**src/logic/rtc_pkg.sv**
```systemverilog
// Shared constants and types of the seconds clock with alarm
package rtc_pkg;

  localparam logic [15:0] OFS_TOKEN = 16'h4020;
  localparam logic [15:0] OFS_SECS_HI = 16'h4021;
  localparam logic [15:0] OFS_SECS_LO = 16'h4022;
  localparam logic [15:0] OFS_ALARM_HI = 16'h4023;
  localparam logic [15:0] OFS_ALARM_LO = 16'h4024;
  localparam logic [15:0] OFS_CTRL = 16'h4025;

  localparam int BIT_VALID = 15;
  localparam int BIT_BUSY = 14;
  localparam int BIT_ALARM_EN = 10;
  localparam int POS_PERIOD = 4;

  localparam logic [31:0] SECS_RESET = 32'h0000_0000;
  localparam logic [31:0] ALARM_RESET = 32'h0000_0000;
  localparam logic [2:0] PERIOD_RESET = 3'h0;
  localparam logic [15:0] TOKEN_SEED = 16'hACE1;
  localparam logic [15:0] TOKEN_TAPS = 16'hB400;

  localparam int CLK_PERIOD_NS = 20;
  localparam int SECOND_NS = 1000000000;
  localparam int SEC_CYCLES = SECOND_NS / CLK_PERIOD_NS;
  localparam int SYNC_NS = 60;
  localparam logic [1:0] SYNC_CYCLES = 2'(SYNC_NS / CLK_PERIOD_NS);

  typedef struct packed {
    logic [15:0] addr;
    logic [15:0] wdata;
    logic wr;
    logic rd;
  } bus_req_t;

  typedef struct packed {
    logic alarm;
    logic periodic;
  } rtc_events_t;

endpackage

```
**src/logic/second_tick.sv**
```systemverilog
// Divides the system clock down to a one-per-second tick
`timescale 1ns/1ps
module second_tick #(
  parameter int CYCLES = rtc_pkg::SEC_CYCLES
) (
  input wire logic clk_in,
  input wire logic rst_b_in,
  input wire logic ce_in,
  input wire logic restart_in,
  output logic tick_out
);
  typedef struct packed {
    logic [25:0] cnt;
    logic tick;
  } tick_state_t;

  tick_state_t s_ff;
  tick_state_t nxt_s;

  always_comb begin
    nxt_s = s_ff;
    nxt_s.tick = 1'b0;
    if (restart_in) begin
      // A fresh time starts a full second, not a leftover fraction
      nxt_s.cnt = '0;
    end else if (s_ff.cnt == 26'(CYCLES - 1)) begin
      nxt_s.cnt = '0;
      nxt_s.tick = 1'b1;
    end else begin
      nxt_s.cnt = s_ff.cnt + 26'h1;
    end
  end

  always_ff @(posedge clk_in) begin
    if (!rst_b_in) begin
      s_ff <= '0;
    end else if (ce_in) begin
      s_ff <= nxt_s;
    end
  end

  assign tick_out = s_ff.tick;
endmodule // second_tick

```
**src/logic/token_lfsr.sv**
```systemverilog
// Sixteen-bit Galois shift register for the write-change token
`timescale 1ns/1ps
module token_lfsr (
  input wire logic clk_in,
  input wire logic rst_b_in,
  input wire logic ce_in,
  input wire logic step_in,
  output logic [15:0] value_out
);
  typedef struct packed {
    logic [15:0] val;
  } lfsr_state_t;

  lfsr_state_t s_ff;
  lfsr_state_t nxt_s;

  always_comb begin
    nxt_s = s_ff;
    if (step_in) begin
      // Nonzero seed and maximal taps keep it from locking at zero
      nxt_s.val = {1'b0, s_ff.val[15:1]} ^
                  (s_ff.val[0] ? rtc_pkg::TOKEN_TAPS : 16'h0000);
    end
  end

  always_ff @(posedge clk_in) begin
    if (!rst_b_in) begin
      s_ff.val <= rtc_pkg::TOKEN_SEED;
    end else if (ce_in) begin
      s_ff <= nxt_s;
    end
  end

  assign value_out = s_ff.val;
endmodule // token_lfsr

```
**src/logic/seconds_rtc.sv**
```systemverilog
// Seconds counter with alarm, periodic event and write-change token
`timescale 1ns/1ps
module seconds_rtc #(
  parameter int SEC_CYCLES = rtc_pkg::SEC_CYCLES
) (
  input wire logic clk_in,
  input wire logic rst_b_in,
  input wire logic ce_in,
  input wire rtc_pkg::bus_req_t bus_in,
  output logic [15:0] rd_data_out,
  output rtc_pkg::rtc_events_t events_out
);
  typedef struct packed {
    logic [31:0] secs;
    logic [31:0] alarm;
    logic valid;
    logic [1:0] busy_cnt;
    logic alarm_en;
    logic [2:0] period;
    logic [15:0] rdata;
    rtc_pkg::rtc_events_t evt;
  } rtc_state_t;

  rtc_state_t s_ff;
  rtc_state_t nxt_s;
  logic tick;
  logic [15:0] token;
  logic time_wr;

  // Low bits that must be zero for a periodic event; zero code selects no bits
  function automatic logic [31:0] period_mask(input logic [2:0] code);
    period_mask = (32'h0000_0001 << code) - 32'h0000_0001;
  endfunction

  function automatic logic [15:0] ctrl_word(input rtc_state_t st);
    logic [15:0] w;
    w = 16'h0000;
    w[rtc_pkg::BIT_VALID] = st.valid;
    w[rtc_pkg::BIT_BUSY] = (st.busy_cnt != 2'h0);
    w[rtc_pkg::BIT_ALARM_EN] = st.alarm_en;
    w[rtc_pkg::POS_PERIOD +: 3] = st.period;
    ctrl_word = w;
  endfunction

  assign time_wr = bus_in.wr && (bus_in.addr == rtc_pkg::OFS_SECS_HI ||
                   bus_in.addr == rtc_pkg::OFS_SECS_LO);

  second_tick #(
    .CYCLES(SEC_CYCLES)
  ) u_tick (
    .clk_in(clk_in),
    .rst_b_in(rst_b_in),
    .ce_in(ce_in),
    .restart_in(time_wr),
    .tick_out(tick)
  );

  token_lfsr u_token (
    .clk_in(clk_in),
    .rst_b_in(rst_b_in),
    .ce_in(ce_in),
    .step_in(time_wr),
    .value_out(token)
  );

  always_comb begin
    nxt_s = s_ff;
    nxt_s.evt = '0;
    nxt_s.rdata = 16'h0000;
    if (s_ff.busy_cnt != 2'h0) begin
      nxt_s.busy_cnt = s_ff.busy_cnt - 2'h1;
    end
    if (tick) begin
      nxt_s.secs = s_ff.secs + 32'h0000_0001;
      nxt_s.evt.alarm = s_ff.alarm_en && (nxt_s.secs == s_ff.alarm);
      nxt_s.evt.periodic = (s_ff.period != 3'h0) &&
        ((nxt_s.secs & period_mask(s_ff.period)) == 32'h0000_0000);
    end
    // A write lands after the tick, so software's value wins
    if (bus_in.wr) begin
      unique case (bus_in.addr)
        rtc_pkg::OFS_SECS_HI: begin
          nxt_s.secs[31:16] = bus_in.wdata;
          nxt_s.valid = 1'b1;
          nxt_s.busy_cnt = rtc_pkg::SYNC_CYCLES;
        end
        rtc_pkg::OFS_SECS_LO: begin
          nxt_s.secs[15:0] = bus_in.wdata;
          nxt_s.valid = 1'b1;
          nxt_s.busy_cnt = rtc_pkg::SYNC_CYCLES;
        end
        rtc_pkg::OFS_ALARM_HI: begin
          nxt_s.alarm[31:16] = bus_in.wdata;
          nxt_s.busy_cnt = rtc_pkg::SYNC_CYCLES;
        end
        rtc_pkg::OFS_ALARM_LO: begin
          nxt_s.alarm[15:0] = bus_in.wdata;
          nxt_s.busy_cnt = rtc_pkg::SYNC_CYCLES;
        end
        rtc_pkg::OFS_CTRL: begin
          nxt_s.alarm_en = bus_in.wdata[rtc_pkg::BIT_ALARM_EN];
          nxt_s.period = bus_in.wdata[rtc_pkg::POS_PERIOD +: 3];
          nxt_s.busy_cnt = rtc_pkg::SYNC_CYCLES;
        end
        default: begin
        end
      endcase
    end
    if (bus_in.rd) begin
      unique case (bus_in.addr)
        rtc_pkg::OFS_TOKEN: nxt_s.rdata = token;
        rtc_pkg::OFS_SECS_HI: nxt_s.rdata = s_ff.secs[31:16];
        rtc_pkg::OFS_SECS_LO: nxt_s.rdata = s_ff.secs[15:0];
        rtc_pkg::OFS_ALARM_HI: nxt_s.rdata = s_ff.alarm[31:16];
        rtc_pkg::OFS_ALARM_LO: nxt_s.rdata = s_ff.alarm[15:0];
        rtc_pkg::OFS_CTRL: nxt_s.rdata = ctrl_word(s_ff);
        default: nxt_s.rdata = 16'h0000;
      endcase
    end
  end

  always_ff @(posedge clk_in) begin
    if (!rst_b_in) begin
      s_ff <= '0;
      s_ff.secs <= rtc_pkg::SECS_RESET;
      s_ff.alarm <= rtc_pkg::ALARM_RESET;
      s_ff.period <= rtc_pkg::PERIOD_RESET;
      s_ff.valid <= 1'b0;
    end else if (ce_in) begin
      s_ff <= nxt_s;
    end
  end

  assign rd_data_out = s_ff.rdata;
  assign events_out = s_ff.evt;
endmodule // seconds_rtc

```
**config.mk**
```make
export PLATFORM = sky130hd
export DESIGN_NAME = seconds_rtc
export DESIGN_NICKNAME = d
export VERILOG_FILES = /design/src/logic/rtc_pkg.sv /design/src/logic/second_tick.sv /design/src/logic/token_lfsr.sv /design/src/logic/seconds_rtc.sv
export SDC_FILE = /design/constraint.sdc
export NUM_CORES = 1
export LEC_CHECK = 0
export BUFFER_PORTS_ARGS = -buffer_cell sky130_fd_sc_hd__buf_2
export CORE_ASPECT_RATIO = 1.1
export CORE_MARGIN = 5
export CORE_UTILIZATION = 40
export DETAILED_ROUTE_END_ITERATION = 12
export SYNTH_ARGS = -nofsm -noshare
export SYNTH_HDL_FRONTEND = slang
export SYNTH_HIERARCHICAL = 1
export SYNTH_SLANG_ARGS = --single-unit
export TNS_END_PERCENT = 100
```
**constraint.sdc**
```tcl
create_clock -name clk_in -period 2.9 [get_ports clk_in]
set_clock_uncertainty 0.1 [all_clocks]
set_input_delay 0.145 -clock clk_in [delete_from_list [all_inputs] [get_ports clk_in]]
set_output_delay 0.145 -clock clk_in [all_outputs]
set_load 0.005 [all_outputs]
```
==> reports/metrics.json, run 1 <==
{
  "syn_area_per_cell": {"value": 8.09, "unit": "um2"},
  "setup.worst_path.class": {"value": "reg -> reg"},
  "diodes": {"value": 0},
  "r2r_cells": {"value": 8},
  "sink_count_of_the_clock_tree": {"value": 132},
  "timing.critical_path.required": {"value": 3.16, "unit": "ns"},
  "power.internal": {"value": 3.10, "unit": "mW"},
  "die-width": {"value": 148, "unit": "um"},
  "reg2reg_slack": {"value": 0.23, "unit": "ns"},
  "critPathMaxStageDelay": {"value": 0.61, "unit": "ns"},
  "numCtsBuffers": {"value": 17},
  "yosys_register_bits": {"value": 132},
  "final-max-slew-violation-count": {"value": 0},
  "num-nets-final": {"value": 1104},
  "layout-drive-gt1-share": {"value": 17.3, "unit": "%"},
  "worst_hold_path.endpoint": {"value": "s_ff[23]"},
  "seqPwrFrac": {"value": 43.4, "unit": "%"},
  "clock_tree_from_tritoncts": {"value": "built"},
  "die_footprint": {"value": 23900, "unit": "um2"},
  "ys_async_sr_fraction": {"value": 0, "unit": "%"},
  "comb_power_share": {"value": 4.6, "unit": "%"},
  "avgViaCountPerCell": {"value": 6.00},
  "synthTopCellsByArea": {"value": "dfxtp_1 (32%), nand2_1 (5.6%), xnor2_1 (5.2%), nor2_1 (4.2%), a21oi_1 (4.1%)"},
  "yosysMostFrequentCell": {"value": "dfxtp_1"},
  "rsz0062_at_grt": {"value": "false"},
  "source_of_the_worst_register_to_register_timing_path": {"value": "s_ff[58]"},
  "ioPinCount": {"value": 55},
  "cts_resized": {"value": 0},
  "antenna_violations_before_repair": {"value": 0},
  "vias": {"value": 8002},
  "static_power_due_to_leakage": {"value": 3.47, "unit": "nW"},
  "postRouteAntennaNets": {"value": 0},
  "final_setup_viols": {"value": 0},
  "clkLatencyLatePin": {"value": 0.43, "unit": "ns"},
  "status": {"value": "completed"},
  "drcViolationCount": {"value": 0},
  "post_cts_hold_buffer_count": {"value": 16},
  "cts.reportedPaths.clkPinSlew": {"value": 0.06, "unit": "ns"},
  "seq_area_frac_synth": {"value": 31.6, "unit": "%"},
  "cap_violations": {"value": 0},
  "detail_route.wl_per_cell": {"value": 21.3, "unit": "um"},
  "critical_path_peak_fanout": {"value": 8},
  "min_path_cells": {"value": 3},
  "gp_routability_congestion": {"value": 0.925},
  "clockRootBuffer": {"value": "clkbuf_16"},
  "areaGrowthSynthToFinish": {"value": 13.3, "unit": "%"},
  "finalPower": {"value": 4.19, "unit": "mW"},
  "routed_wl": {"value": 28.3, "unit": "mm"},
  "crit_path_start_kind": {"value": "flip-flop"},
  "synthTopCellsByCount": {"value": "dfxtp_1 (132), nand2_1 (125), nor2_1 (93), a21oi_1 (69), o21ai_0 (57)"},
  "worst_slew_pin_slew": {"value": 0.711, "unit": "ns"},
  "globalRouteOverflowTotal": {"value": 0},
  "finalCriticalPeriod": {"value": 2.67, "unit": "ns"},
  "final.fill_count": {"value": 2051},
  "power-per-cell-area": {"value": 443, "unit": "nW/um2"},
  "timing.max_slew.rel_slack": {"value": 52.6, "unit": "%"},
  "grt_start_max_net_pins": {"value": 38},
  "syn_inst_count": {"value": 1032},
  "holdCritStartpoint": {"value": "bus_in[19]"},
  "final.setup.tns": {"value": 0, "unit": "ns"},
  "grt_first_pass_wirelength": {"value": 44.2, "unit": "mm"},
  "p_switching": {"value": 1.09, "unit": "mW"},
  "worstReg2RegEnd": {"value": "events_out[1]"},
  "post-synth-top-area-cell": {"value": "dfxtp_1"},
  "initial_utilization": {"value": 40.6, "unit": "%"},
  "power.share.clock": {"value": 52.0, "unit": "%"},
  "multi_input_area": {"value": 5130, "unit": "um2"},
  "critPathCaptureType": {"value": "flip-flop"},
  "ctsLongestPathBuffers": {"value": 2},
  "core": {"value": 20600, "unit": "um2"},
  "synthesis.yosys.warnings": {"value": 6},
  "final_min_period_over_clock_period": {"value": 92.2, "unit": "%"},
  "synth_nets": {"value": 1072},
  "die_height": {"value": 162, "unit": "um"},
  "fmax": {"value": 374, "unit": "MHz"},
  "rows": {"value": 55},
  "grt_util_all_layers": {"value": 23.7, "unit": "%"},
  "timing.critical_path.slowest_stage_cell": {"value": "nor4_4"},
  "detailedRoute.firstPassIterationCount": {"value": 7},
  "ff_latch_area": {"value": 2640, "unit": "um2"},
  "mappedNetlistArea": {"value": 8350, "unit": "um2"},
  "ys_dominant_reg_cell": {"value": "dfxtp_1"},
  "number_of_levels_in_the_clock_h_tree": {"value": 4},
  "vdd.ir_drop.worst": {"value": 0.000422, "unit": "V"},
  "yosysTopAreaCellShare": {"value": 31.6, "unit": "%"},
  "drtIter0Drc": {"value": 873},
  "ys_types": {"value": 92},
  "io_buffers": {"value": 54},
  "post_cts_buffers": {"value": 0},
  "hpwlAfterDp": {"value": 20.6, "unit": "mm"},
  "power.switching_fraction": {"value": 25.9, "unit": "%"},
  "timing.final.hold_violations": {"value": 0},
  "crit_chain": {"value": "ha_1 -> nand3_2 -> nor4_4 -> a21oi_1 -> nor3_1 -> and4_1 -> nand4_1 -> o21ai_1"},
  "hold_path.class": {"value": "in -> reg"},
  "cp_data_arrival_time": {"value": 2.93, "unit": "ns"},
  "synth_enable_flop_cells": {"value": 0},
  "grt_pass1_vias": {"value": 7552}
}
-- worst max-delay path: cells and delay by family, from the launching register on --
family,cells,cell delay [ns]
AOI/OAI and AO/OA,2,0.32
adders and majority gates,1,0.30
DFF,1,0.41
and+or+nand+nor,5,1.49
-- state kept, by name, summed over array words and instances (netlist names) --
register	flops
events_out	2
rd_data_out	16
s_ff	71
u_tick/s_ff	26
u_tick/tick_out	1
u_token/value_out	16
-- power by group through the flow --
stage,Clock (mW),Sequential (mW),Combinational (mW)
after detailed placement,0,1.86,0.175
after CTS,2.20,1.82,0.192
after global routing,2.28,1.82,0.206
final,2.18,1.82,0.194
after global placement,0,1.86,0.175
after floorplan,0,1.86,0.0892
-- worst max path at each step --
stage,start,end,slack (ns),depth (start not counted)
final,s_ff[58],events_out[1],0.23,8
after global routing,s_ff[58],events_out[1],0.04,8
after CTS,s_ff[58],events_out[1],0.33,8
after detailed placement,s_ff[58],events_out[1],0.35,8
after global placement,s_ff[58],events_out[1],0.33,8
after floorplan,bus_in[31],u_tick/s_ff[25],0.53,10
-- area by class of cell --
| class | count | share of cell area (%) |
|---|---|---|
| Clock buffer | 18 | 4.64 |
| Clock inverter | 14 | 1.48 |
| Inverter | 16 | 0.635 |
| Tap cell | 256 | 3.38 |
| Sequential cell | 132 | 27.9 |
| Multi-Input combinational cell | 788 | 54.2 |
| Timing Repair Buffer | 109 | 7.77 |
-- logic make-up after synthesis --
kind of cell / Yosys count / synth area share [%]
AND/OR/NAND/NOR: 409 / 27.2
AO/OA/AOI/OAI: 268 / 21.3
flip-flops: 132 / 31.6
buffers and inverters: 112 / 7.03
XOR/XNOR: 73 / 8.18
multiplexers: 35 / 4.21
adder cells (fa/ha/maj): 3 / 0.449
-- cells in the final DEF (no fill, tap or decap), drive strengths merged, types with 20 or more instances in the layout --
cell	Yosys	final
a21oi	72	72
a22oi	28	28
buf	50	93
dfxtp	132	132
inv	15	22
mux2i	34	34
nand2	127	127
nand3	35	35
nand4	32	32
nor2	94	94
nor3	20	20
o21ai	59	59
xnor2	50	50
xor2	20	20
-- metrics by stage --
stage | util, % | setup WS (ns) | cell area [um2] | cells | hold slack [ns]
final | 46.0 | 0.227 | 9470 | 1333 | 0.0534
after CTS | 46.0 | 0.325 | 9470 | 1333 | 0.0370
after global routing | 46.0 | 0.0402 | 9470 | 1333 | 0.0627
after floorplan | - | 0.533 | 8350 | 1032 | 0.181
after detailed placement | 42.4 | 0.349 | 8730 | 1285 | 0.343
after global placement | 42.4 | 0.331 | 8730 | 1285 | 0.330
-- per-layer routing --
metal  GRT usage (%)  share of wire [%]
met5               0                  0
met4            11.0                4.4
met3            4.24                7.7
met2            36.4                 44
met1            32.2                 44
(Power assumes the default switching activity.)
==> run 2, diff against run 1 <==
CORE_MARGIN = 1.5   (was 5)
==> run 2 against run 1 <==
Compared with the run above:
- core utilization is 0.11 points higher
- critical endpoint is now s_ff[68]
- wire length is 0.16% lower
- critical path depth is 2 lower
- combinational power hardly changed
- sequential power hardly changed
- flip-flop and latch count stayed put
- clock power is 2% higher
- hold slack better by 0.031 ns
- die area is 8.9% lower
==> reports/metrics.json, run 2 (synthesized netlist as in run 1, its figures left out) <==
{
  "status": {"value": "completed"},
  "critPathCaptureType": {"value": "flip-flop"},
  "vdd.ir_drop.worst": {"value": 0.000361, "unit": "V"},
  "postRouteAntennaNets": {"value": 0},
  "sink_count_of_the_clock_tree": {"value": 132},
  "hold_path.class": {"value": "in -> reg"},
  "critical_path_peak_fanout": {"value": 9},
  "final_common_cell": {"value": "dfxtp_1"},
  "final.setup.tns": {"value": 0, "unit": "ns"},
  "timing.critical_path.slowest_stage_cell": {"value": "nor2_2"},
  "largest_reg_by_ff_count": {"value": "s_ff"},
  "mostFrequentLayoutCells": {"value": "dfxtp_1 (132), nand2_1 (125), nor2_1 (93)"},
  "cts_resized": {"value": 0},
  "finalHoldWorstSlack": {"value": 0.0840, "unit": "ns"},
  "grt_start_max_net_pins": {"value": 42},
  "final_min_period_over_clock_period": {"value": 92.2, "unit": "%"},
  "grt_pass1_vias": {"value": 7482},
  "detail_route.wl_per_cell": {"value": 21.3, "unit": "um"},
  "drtIter0Drc": {"value": 671},
  "core": {"value": 20500, "unit": "um2"},
  "power.switching_fraction": {"value": 23.2, "unit": "%"},
  "grt_util_all_layers": {"value": 26.2, "unit": "%"},
  "ioPinCount": {"value": 55},
  "crit_chain": {"value": "nand4_1 -> nor2_2 -> nand2_1 -> or4_1 -> o21ai_0 -> a211oi_1"},
  "static_power_due_to_leakage": {"value": 3.45, "unit": "nW"},
  "initial_utilization": {"value": 40.7, "unit": "%"},
  "setup.worst_path.class": {"value": "reg -> reg"},
  "number_of_levels_in_the_clock_h_tree": {"value": 4},
  "layout-drive-gt1-share": {"value": 16.6, "unit": "%"},
  "p_switching": {"value": 0.983, "unit": "mW"},
  "fmax": {"value": 374, "unit": "MHz"},
  "critPathMaxStageDelay": {"value": 0.51, "unit": "ns"},
  "worst_slew_pin_slew": {"value": 0.886, "unit": "ns"},
  "post_cts_hold_buffer_count": {"value": 17},
  "die_footprint": {"value": 21800, "unit": "um2"},
  "post_cts_buffers": {"value": 0},
  "cts.reportedPaths.clkPinSlew": {"value": 0.06, "unit": "ns"},
  "final-max-slew-violation-count": {"value": 0},
  "clock_tree_from_tritoncts": {"value": "built"},
  "num-nets-final": {"value": 1100},
  "finalCriticalPeriod": {"value": 2.67, "unit": "ns"},
  "timing.max_slew.rel_slack": {"value": 40.9, "unit": "%"},
  "power.share.clock": {"value": 52.5, "unit": "%"},
  "comb_power_share": {"value": 4.6, "unit": "%"},
  "rsz0062_at_grt": {"value": "false"},
  "timing.critical_path.required": {"value": 3.09, "unit": "ns"},
  "grt_first_pass_wirelength": {"value": 43.6, "unit": "mm"},
  "cp_data_arrival_time": {"value": 2.86, "unit": "ns"},
  "globalRouteOverflowTotal": {"value": 0},
  "antenna_violations_before_repair": {"value": 0},
  "final_area": {"value": 9460, "unit": "um2"},
  "ctsLongestPathBuffers": {"value": 2},
  "clkLatencyLatePin": {"value": 0.42, "unit": "ns"},
  "routed_wl": {"value": 28.3, "unit": "mm"},
  "timing.final.hold_violations": {"value": 0},
  "detailedRoute.firstPassIterationCount": {"value": 6},
  "drcViolationCount": {"value": 0},
  "areaGrowthSynthToFinish": {"value": 13.2, "unit": "%"},
  "area_post_placement": {"value": 8690, "unit": "um2"},
  "io_buffers": {"value": 54},
  "power.internal": {"value": 3.25, "unit": "mW"},
  "final.fill_count": {"value": 2041},
  "cap_violations": {"value": 0},
  "hpwlAfterDp": {"value": 20.7, "unit": "mm"},
  "reg.largest.list": {"value": "s_ff (71), u_tick/s_ff (26)"},
  "die-width": {"value": 141, "unit": "um"},
  "clockRootBuffer": {"value": "clkbuf_16"},
  "gp_routability_congestion": {"value": 0.927},
  "largest_register_ff_count": {"value": 71},
  "power-per-cell-area": {"value": 447, "unit": "nW/um2"},
  "crit_path_start_kind": {"value": "flip-flop"},
  "avgViaCountPerCell": {"value": 5.97},
  "seqPwrFrac": {"value": 43.0, "unit": "%"},
  "rows": {"value": 55},
  "final_setup_viols": {"value": 0},
  "die_height": {"value": 155, "unit": "um"},
  "numCtsBuffers": {"value": 17},
  "vias": {"value": 7930}
}
-- run 2: cell types whose count changed in the layout (fill, tap and decap cells not counted) --
cell and change:
buf_4 -5, bufinv_16 +2, clkbuf_1 +1, clkinv_2 -1
clkinv_4 -1, clkinvlp_4 +2, diode_2 +1, dlygate4sd3_1 +1
inv_6 -3, inv_8 -2
-- run 2: final timing paths --
kind,startpoint,endpoint,slack [ns],cells after the start
max,s_ff[57],s_ff[68],0.23,6
min,ce_in,u_tick/s_ff[1],0.08,3
max reg2reg,s_ff[57],s_ff[68],0.23,6
min reg2reg,rd_data_out[11],rd_data_out[11],0.36,2
-- run 2: power groups by stage --
stage | sequential [mW] | clock, mW | combinational, mW
3_3_place_gp | 1.86 | 0 | 0.173
3_5_place_dp | 1.86 | 0 | 0.173
2_1_floorplan | 1.86 | 0 | 0.0892
4_1_cts | 1.82 | 2.25 | 0.192
6_report | 1.82 | 2.22 | 0.193
5_1_grt | 1.82 | 2.33 | 0.206
-- run 2: routing by layer --
layer	vias to the layer above	GRT usage [%]	routed length (um)
met4	0	11.1	1030
met3	49	4.12	1580
met1	3829	33.5	12200
met2	276	43.7	13400
li1	3776	-	-
met5	-	0	0
-- run 2: critical path: cells and delay by family (launching register included) --
kind,cells,cell delay (ns)
AOI/OAI and AO/OA,2,0.20
and+or+nand+nor,4,1.75
DFF,1,0.49
-- run 2: final cells by class --
class	instances	area, um2	area share (%)
multi-input combinational	788	5130	54.2
sequential	132	2640	27.9
timing repair buffer	105	708	7.49
clock buffer	19	443	4.68
tap	256	320	3.39
clock inverter	11	153	1.61
inverter	16	60.1	0.635
antenna	1	2.50	0.0265
-- run 2: through the flow --
step	setup slack [ns]	utilization, %	instances	power, mW
CTS	0.262	46.1	1327	4.26
detailed placement	0.306	42.4	1280	2.03
global placement	0.303	42.4	1280	2.03
finish	0.227	46.1	1328	4.23
global route	0.134	46.1	1327	4.35
floorplan	0.533	-	1032	1.95
==> run 3, diff against run 2 <==
--- a/config.mk
+++ b/config.mk
@@ -6,9 +6,13 @@
 export NUM_CORES = 1
 export LEC_CHECK = 0
+export ABC_AREA = 1
 export BUFFER_PORTS_ARGS = -buffer_cell sky130_fd_sc_hd__buf_2
+export CELL_PAD_IN_SITES_DETAIL_PLACEMENT = 0
+export CELL_PAD_IN_SITES_GLOBAL_PLACEMENT = 1
 export CORE_ASPECT_RATIO = 1.1
 export CORE_MARGIN = 1.5
 export CORE_UTILIZATION = 40
 export DETAILED_ROUTE_END_ITERATION = 12
+export PLACE_DENSITY_LB_ADDON = 0.1
 export SYNTH_ARGS = -nofsm -noshare
 export SYNTH_HDL_FRONTEND = slang
==> constraint.sdc (replaced) <==
create_clock -name clk_in -period 2.9 [get_ports clk_in]
set_clock_uncertainty 0.1 [all_clocks]
set_input_delay 0.58 -clock clk_in [delete_from_list [all_inputs] [get_ports clk_in]]
set_output_delay 0.58 -clock clk_in [all_outputs]
set_load 0.005 [all_outputs]
==> run 3 against run 2 <==
Compared with the run above:
- sequential power is essentially flat
- hold slack improved by 0.28 ns
- flip-flop and latch count did not move
- critical path depth up 9
- die area rose by 4.2%
- non-clock buffer count is 26 lower
- cell count grew 33%
- total power grew 8.9%
- largest power group unchanged
==> reports/metrics.json, run 3 <==
{
  "status": {"value": "completed"},
  "worst_slew_pin_slew": {"value": 0.582, "unit": "ns"},
  "hpwlAfterDp": {"value": 24.2, "unit": "mm"},
  "layout-drive-gt1-share": {"value": 11.1, "unit": "%"},
  "clockRootBuffer": {"value": "clkbuf_16"},
  "critical_path.top_delay_family": {"value": "simple AND/OR/NAND/NOR gates"},
  "source_of_the_worst_register_to_register_timing_path": {"value": "s_ff[57]"},
  "final_setup_viols": {"value": 0},
  "final-max-slew-violation-count": {"value": 0},
  "synthTopCellsByCount": {"value": "nand2_1 (398), nor2_1 (195), inv_1 (163), dfxtp_1 (132), nand3_1 (119)"},
  "io_buffers": {"value": 54},
  "timing.critical_path.buf_inv": {"value": 0},
  "reg.largest.list": {"value": "s_ff (71), u_tick/s_ff (26)"},
  "largest_register_ff_count": {"value": 71},
  "synth_nets": {"value": 1473},
  "holdCritStartpoint": {"value": "rd_data_out[12]"},
  "timing.max_slew.rel_slack": {"value": 61.2, "unit": "%"},
  "timing.final.hold_violations": {"value": 0},
  "area_post_placement": {"value": 9200, "unit": "um2"},
  "num-nets-final": {"value": 1499},
  "finalPower": {"value": 4.61, "unit": "mW"},
  "postRouteAntennaNets": {"value": 0},
  "ioPinCount": {"value": 55},
  "critPathCaptureType": {"value": "flip-flop"},
  "ys_async_sr_fraction": {"value": 0, "unit": "%"},
  "initial_utilization": {"value": 40.7, "unit": "%"},
  "timing.critical_path.required": {"value": 3.16, "unit": "ns"},
  "clock_tree_from_tritoncts": {"value": "built"},
  "avgViaCountPerCell": {"value": 5.31},
  "vdd.ir_drop.worst": {"value": 0.000359, "unit": "V"},
  "syn_inst_count": {"value": 1433},
  "yosys_register_bits": {"value": 132},
  "diodes": {"value": 0},
  "vias": {"value": 9352},
  "grt_start_max_net_pins": {"value": 55},
  "grt_first_pass_wirelength": {"value": 50.4, "unit": "mm"},
  "seq_area_frac_synth": {"value": 30.4, "unit": "%"},
  "final_common_cell": {"value": "nand2_1"},
  "worstReg2RegEnd": {"value": "events_out[1]"},
  "ctsLongestPathBuffers": {"value": 2},
  "final_area": {"value": 9860, "unit": "um2"},
  "critPathMaxStageDelay": {"value": 0.34, "unit": "ns"},
  "die-width": {"value": 144, "unit": "um"},
  "post_cts_hold_buffer_count": {"value": 0},
  "mostFrequentLayoutCells": {"value": "nand2_1 (398), nor2_1 (195), inv_1 (162)"},
  "mappedNetlistArea": {"value": 8710, "unit": "um2"},
  "cts_resized": {"value": 0},
  "antenna_violations_before_repair": {"value": 3},
  "gp_routability_congestion": {"value": 0.914},
  "sink_count_of_the_clock_tree": {"value": 132},
  "clkLatencyLatePin": {"value": 0.43, "unit": "ns"},
  "ff_latch_area": {"value": 2640, "unit": "um2"},
  "detail_route.wl_per_cell": {"value": 18.5, "unit": "um"},
  "die_footprint": {"value": 22700, "unit": "um2"},
  "detailedRoute.firstPassIterationCount": {"value": 5},
  "post_cts_buffers": {"value": 0},
  "cap_violations": {"value": 0},
  "grt_util_all_layers": {"value": 29.7, "unit": "%"},
  "cp_data_arrival_time": {"value": 2.69, "unit": "ns"},
  "multi_input_area": {"value": 5030, "unit": "um2"},
  "finalCriticalPeriod": {"value": 2.43, "unit": "ns"},
  "min_path_cells": {"value": 2},
  "critical_path_peak_fanout": {"value": 7},
  "crit_chain": {"value": "ha_1 -> nand2_2 -> nor2_4 -> nand2_4 -> nor2_8 -> nand2_1 -> nand2_1 -> nand2_1 -> nand2_1 -> nand2_1 -> nor2_1 -> nand2_1 -> nor2_2 -> nand3_2 -> a21oi_2"},
  "crit_top_cell": {"value": "nand2_1"},
  "number_of_levels_in_the_clock_h_tree": {"value": 4},
  "drcViolationCount": {"value": 0},
  "worst_hold_path.endpoint": {"value": "rd_data_out[12]"},
  "syn_area_per_cell": {"value": 6.08, "unit": "um2"},
  "grt_pass1_vias": {"value": 8858},
  "largest_reg_by_ff_count": {"value": "s_ff"},
  "core": {"value": 21400, "unit": "um2"},
  "r2r_cells": {"value": 15},
  "final.setup.tns": {"value": 0, "unit": "ns"},
  "final_min_period_over_clock_period": {"value": 83.6, "unit": "%"},
  "setup.worst_path.class": {"value": "reg -> reg"},
  "yosysTopAreaCellShare": {"value": 30.4, "unit": "%"},
  "routed_wl": {"value": 32.5, "unit": "mm"},
  "synthTopCellsByArea": {"value": "dfxtp_1 (30%), nand2_1 (17%), nor2_1 (8.4%), inv_1 (7.0%), nand3_1 (6.8%)"},
  "die_height": {"value": 158, "unit": "um"},
  "drtIter0Drc": {"value": 806},
  "hold_path.class": {"value": "reg -> reg"},
  "rows": {"value": 56},
  "cts.reportedPaths.clkPinSlew": {"value": 0.06, "unit": "ns"},
  "globalRouteOverflowTotal": {"value": 0},
  "crit_path_start_kind": {"value": "flip-flop"},
  "ys_dominant_reg_cell": {"value": "dfxtp_1"},
  "power-per-cell-area": {"value": 467, "unit": "nW/um2"},
  "static_power_due_to_leakage": {"value": 4.06, "unit": "nW"},
  "ys_types": {"value": 45},
  "yosysMostFrequentCell": {"value": "nand2_1"},
  "synthesis.yosys.warnings": {"value": 6},
  "reg2reg_slack": {"value": 0.47, "unit": "ns"},
  "timing.critical_path.slowest_stage_cell": {"value": "dfxtp_1"},
  "numCtsBuffers": {"value": 17},
  "areaGrowthSynthToFinish": {"value": 13.3, "unit": "%"},
  "final.fill_count": {"value": 2334},
  "synth_enable_flop_cells": {"value": 0},
  "rsz0062_at_grt": {"value": "false"},
  "fmax": {"value": 412, "unit": "MHz"},
  "post-synth-top-area-cell": {"value": "dfxtp_1"}
}
-- run 3: cell count changes after synthesis, moves of 37 or more --
cell      before  now
inv_1         14  163
nand2_1      125  398
nand3_1       33  119
nor2_1        93  195
o211ai_1       2   39
xnor2_1       50    1
-- run 3: logic make-up after synthesis --
group,after synthesis,share of synthesized area [%]
compound gates,258,17.6
buf+inv,242,11.8
flops,132,30.4
xor+xnor,8,0.805
fa+ha+maj,3,0.431
simple gates,790,38.9
-- run 3: worst register-to-register path, cell delays in order, from the launching register on --
cell and delay [ns]:
dfxtp_1 0.34, ha_1 0.22, nand2_2 0.11, nor2_4 0.25, nand2_4 0.16, nor2_8 0.21
nand2_1 0.07, nand2_1 0.07, nand2_1 0.07, nand2_1 0.06, nand2_1 0.04, nor2_1 0.12
nand2_1 0.08, nor2_2 0.17, nand3_2 0.15, a21oi_2 0.14
-- run 3: power breakdown --
group | switching, mW | total [mW] | internal (mW)
registers | 0.0218 | 1.85 | 1.83
clock network | 0.897 | 2.49 | 1.60
logic | 0.183 | 0.261 | 0.0778
total | 1.10 | 4.61 | 3.50
-- run 3: stage by stage --
stage               util, %  setup WS [ns]  std cells  hold WS [ns]
floorplan                 -          0.576       1433         0.341
global placement       43.1          0.304       1730         0.350
detailed placement     43.1          0.250       1730         0.356
CTS                    46.2          0.486       1761         0.353
global route           46.2          0.309       1761         0.379
finish                 46.2          0.475       1761         0.364
-- run 3: worst max path at each step --
stage                             to  slack (ns)  startpoint  cells past startpoint
4_1_cts                events_out[1]        0.49    s_ff[57]                     15
5_1_grt                events_out[1]        0.31    s_ff[57]                     15
3_3_place_gp                s_ff[86]        0.30  bus_in[25]                     10
2_1_floorplan  u_token/value_out[10]        0.58  bus_in[23]                     13
6_report               events_out[1]        0.47    s_ff[57]                     15
3_5_place_dp          u_tick/s_ff[1]        0.25  bus_in[22]                     12
-- run 3: layout make-up --
type / count / area share, %
flip-flops and latches: 132 / 26.8
well taps: 290 / 3.68
clock inverters: 11 / 2.00
multi-input cells: 1059 / 51.0
inverters: 170 / 6.49
clock buffers: 20 / 4.73
repair buffers: 79 / 5.28
-- run 3: layer usage --
metal  part of all wire (%)  track usage, %  routed length (um)  vias up
met5                  0.092               0                  30        -
met4                    3.9            12.9                1260        6
met3                    5.1            5.57                1670       69
met2                     49            51.2               15800      251
met1                     42            36.1               13800     4305
li1                       -               -                   -     4721
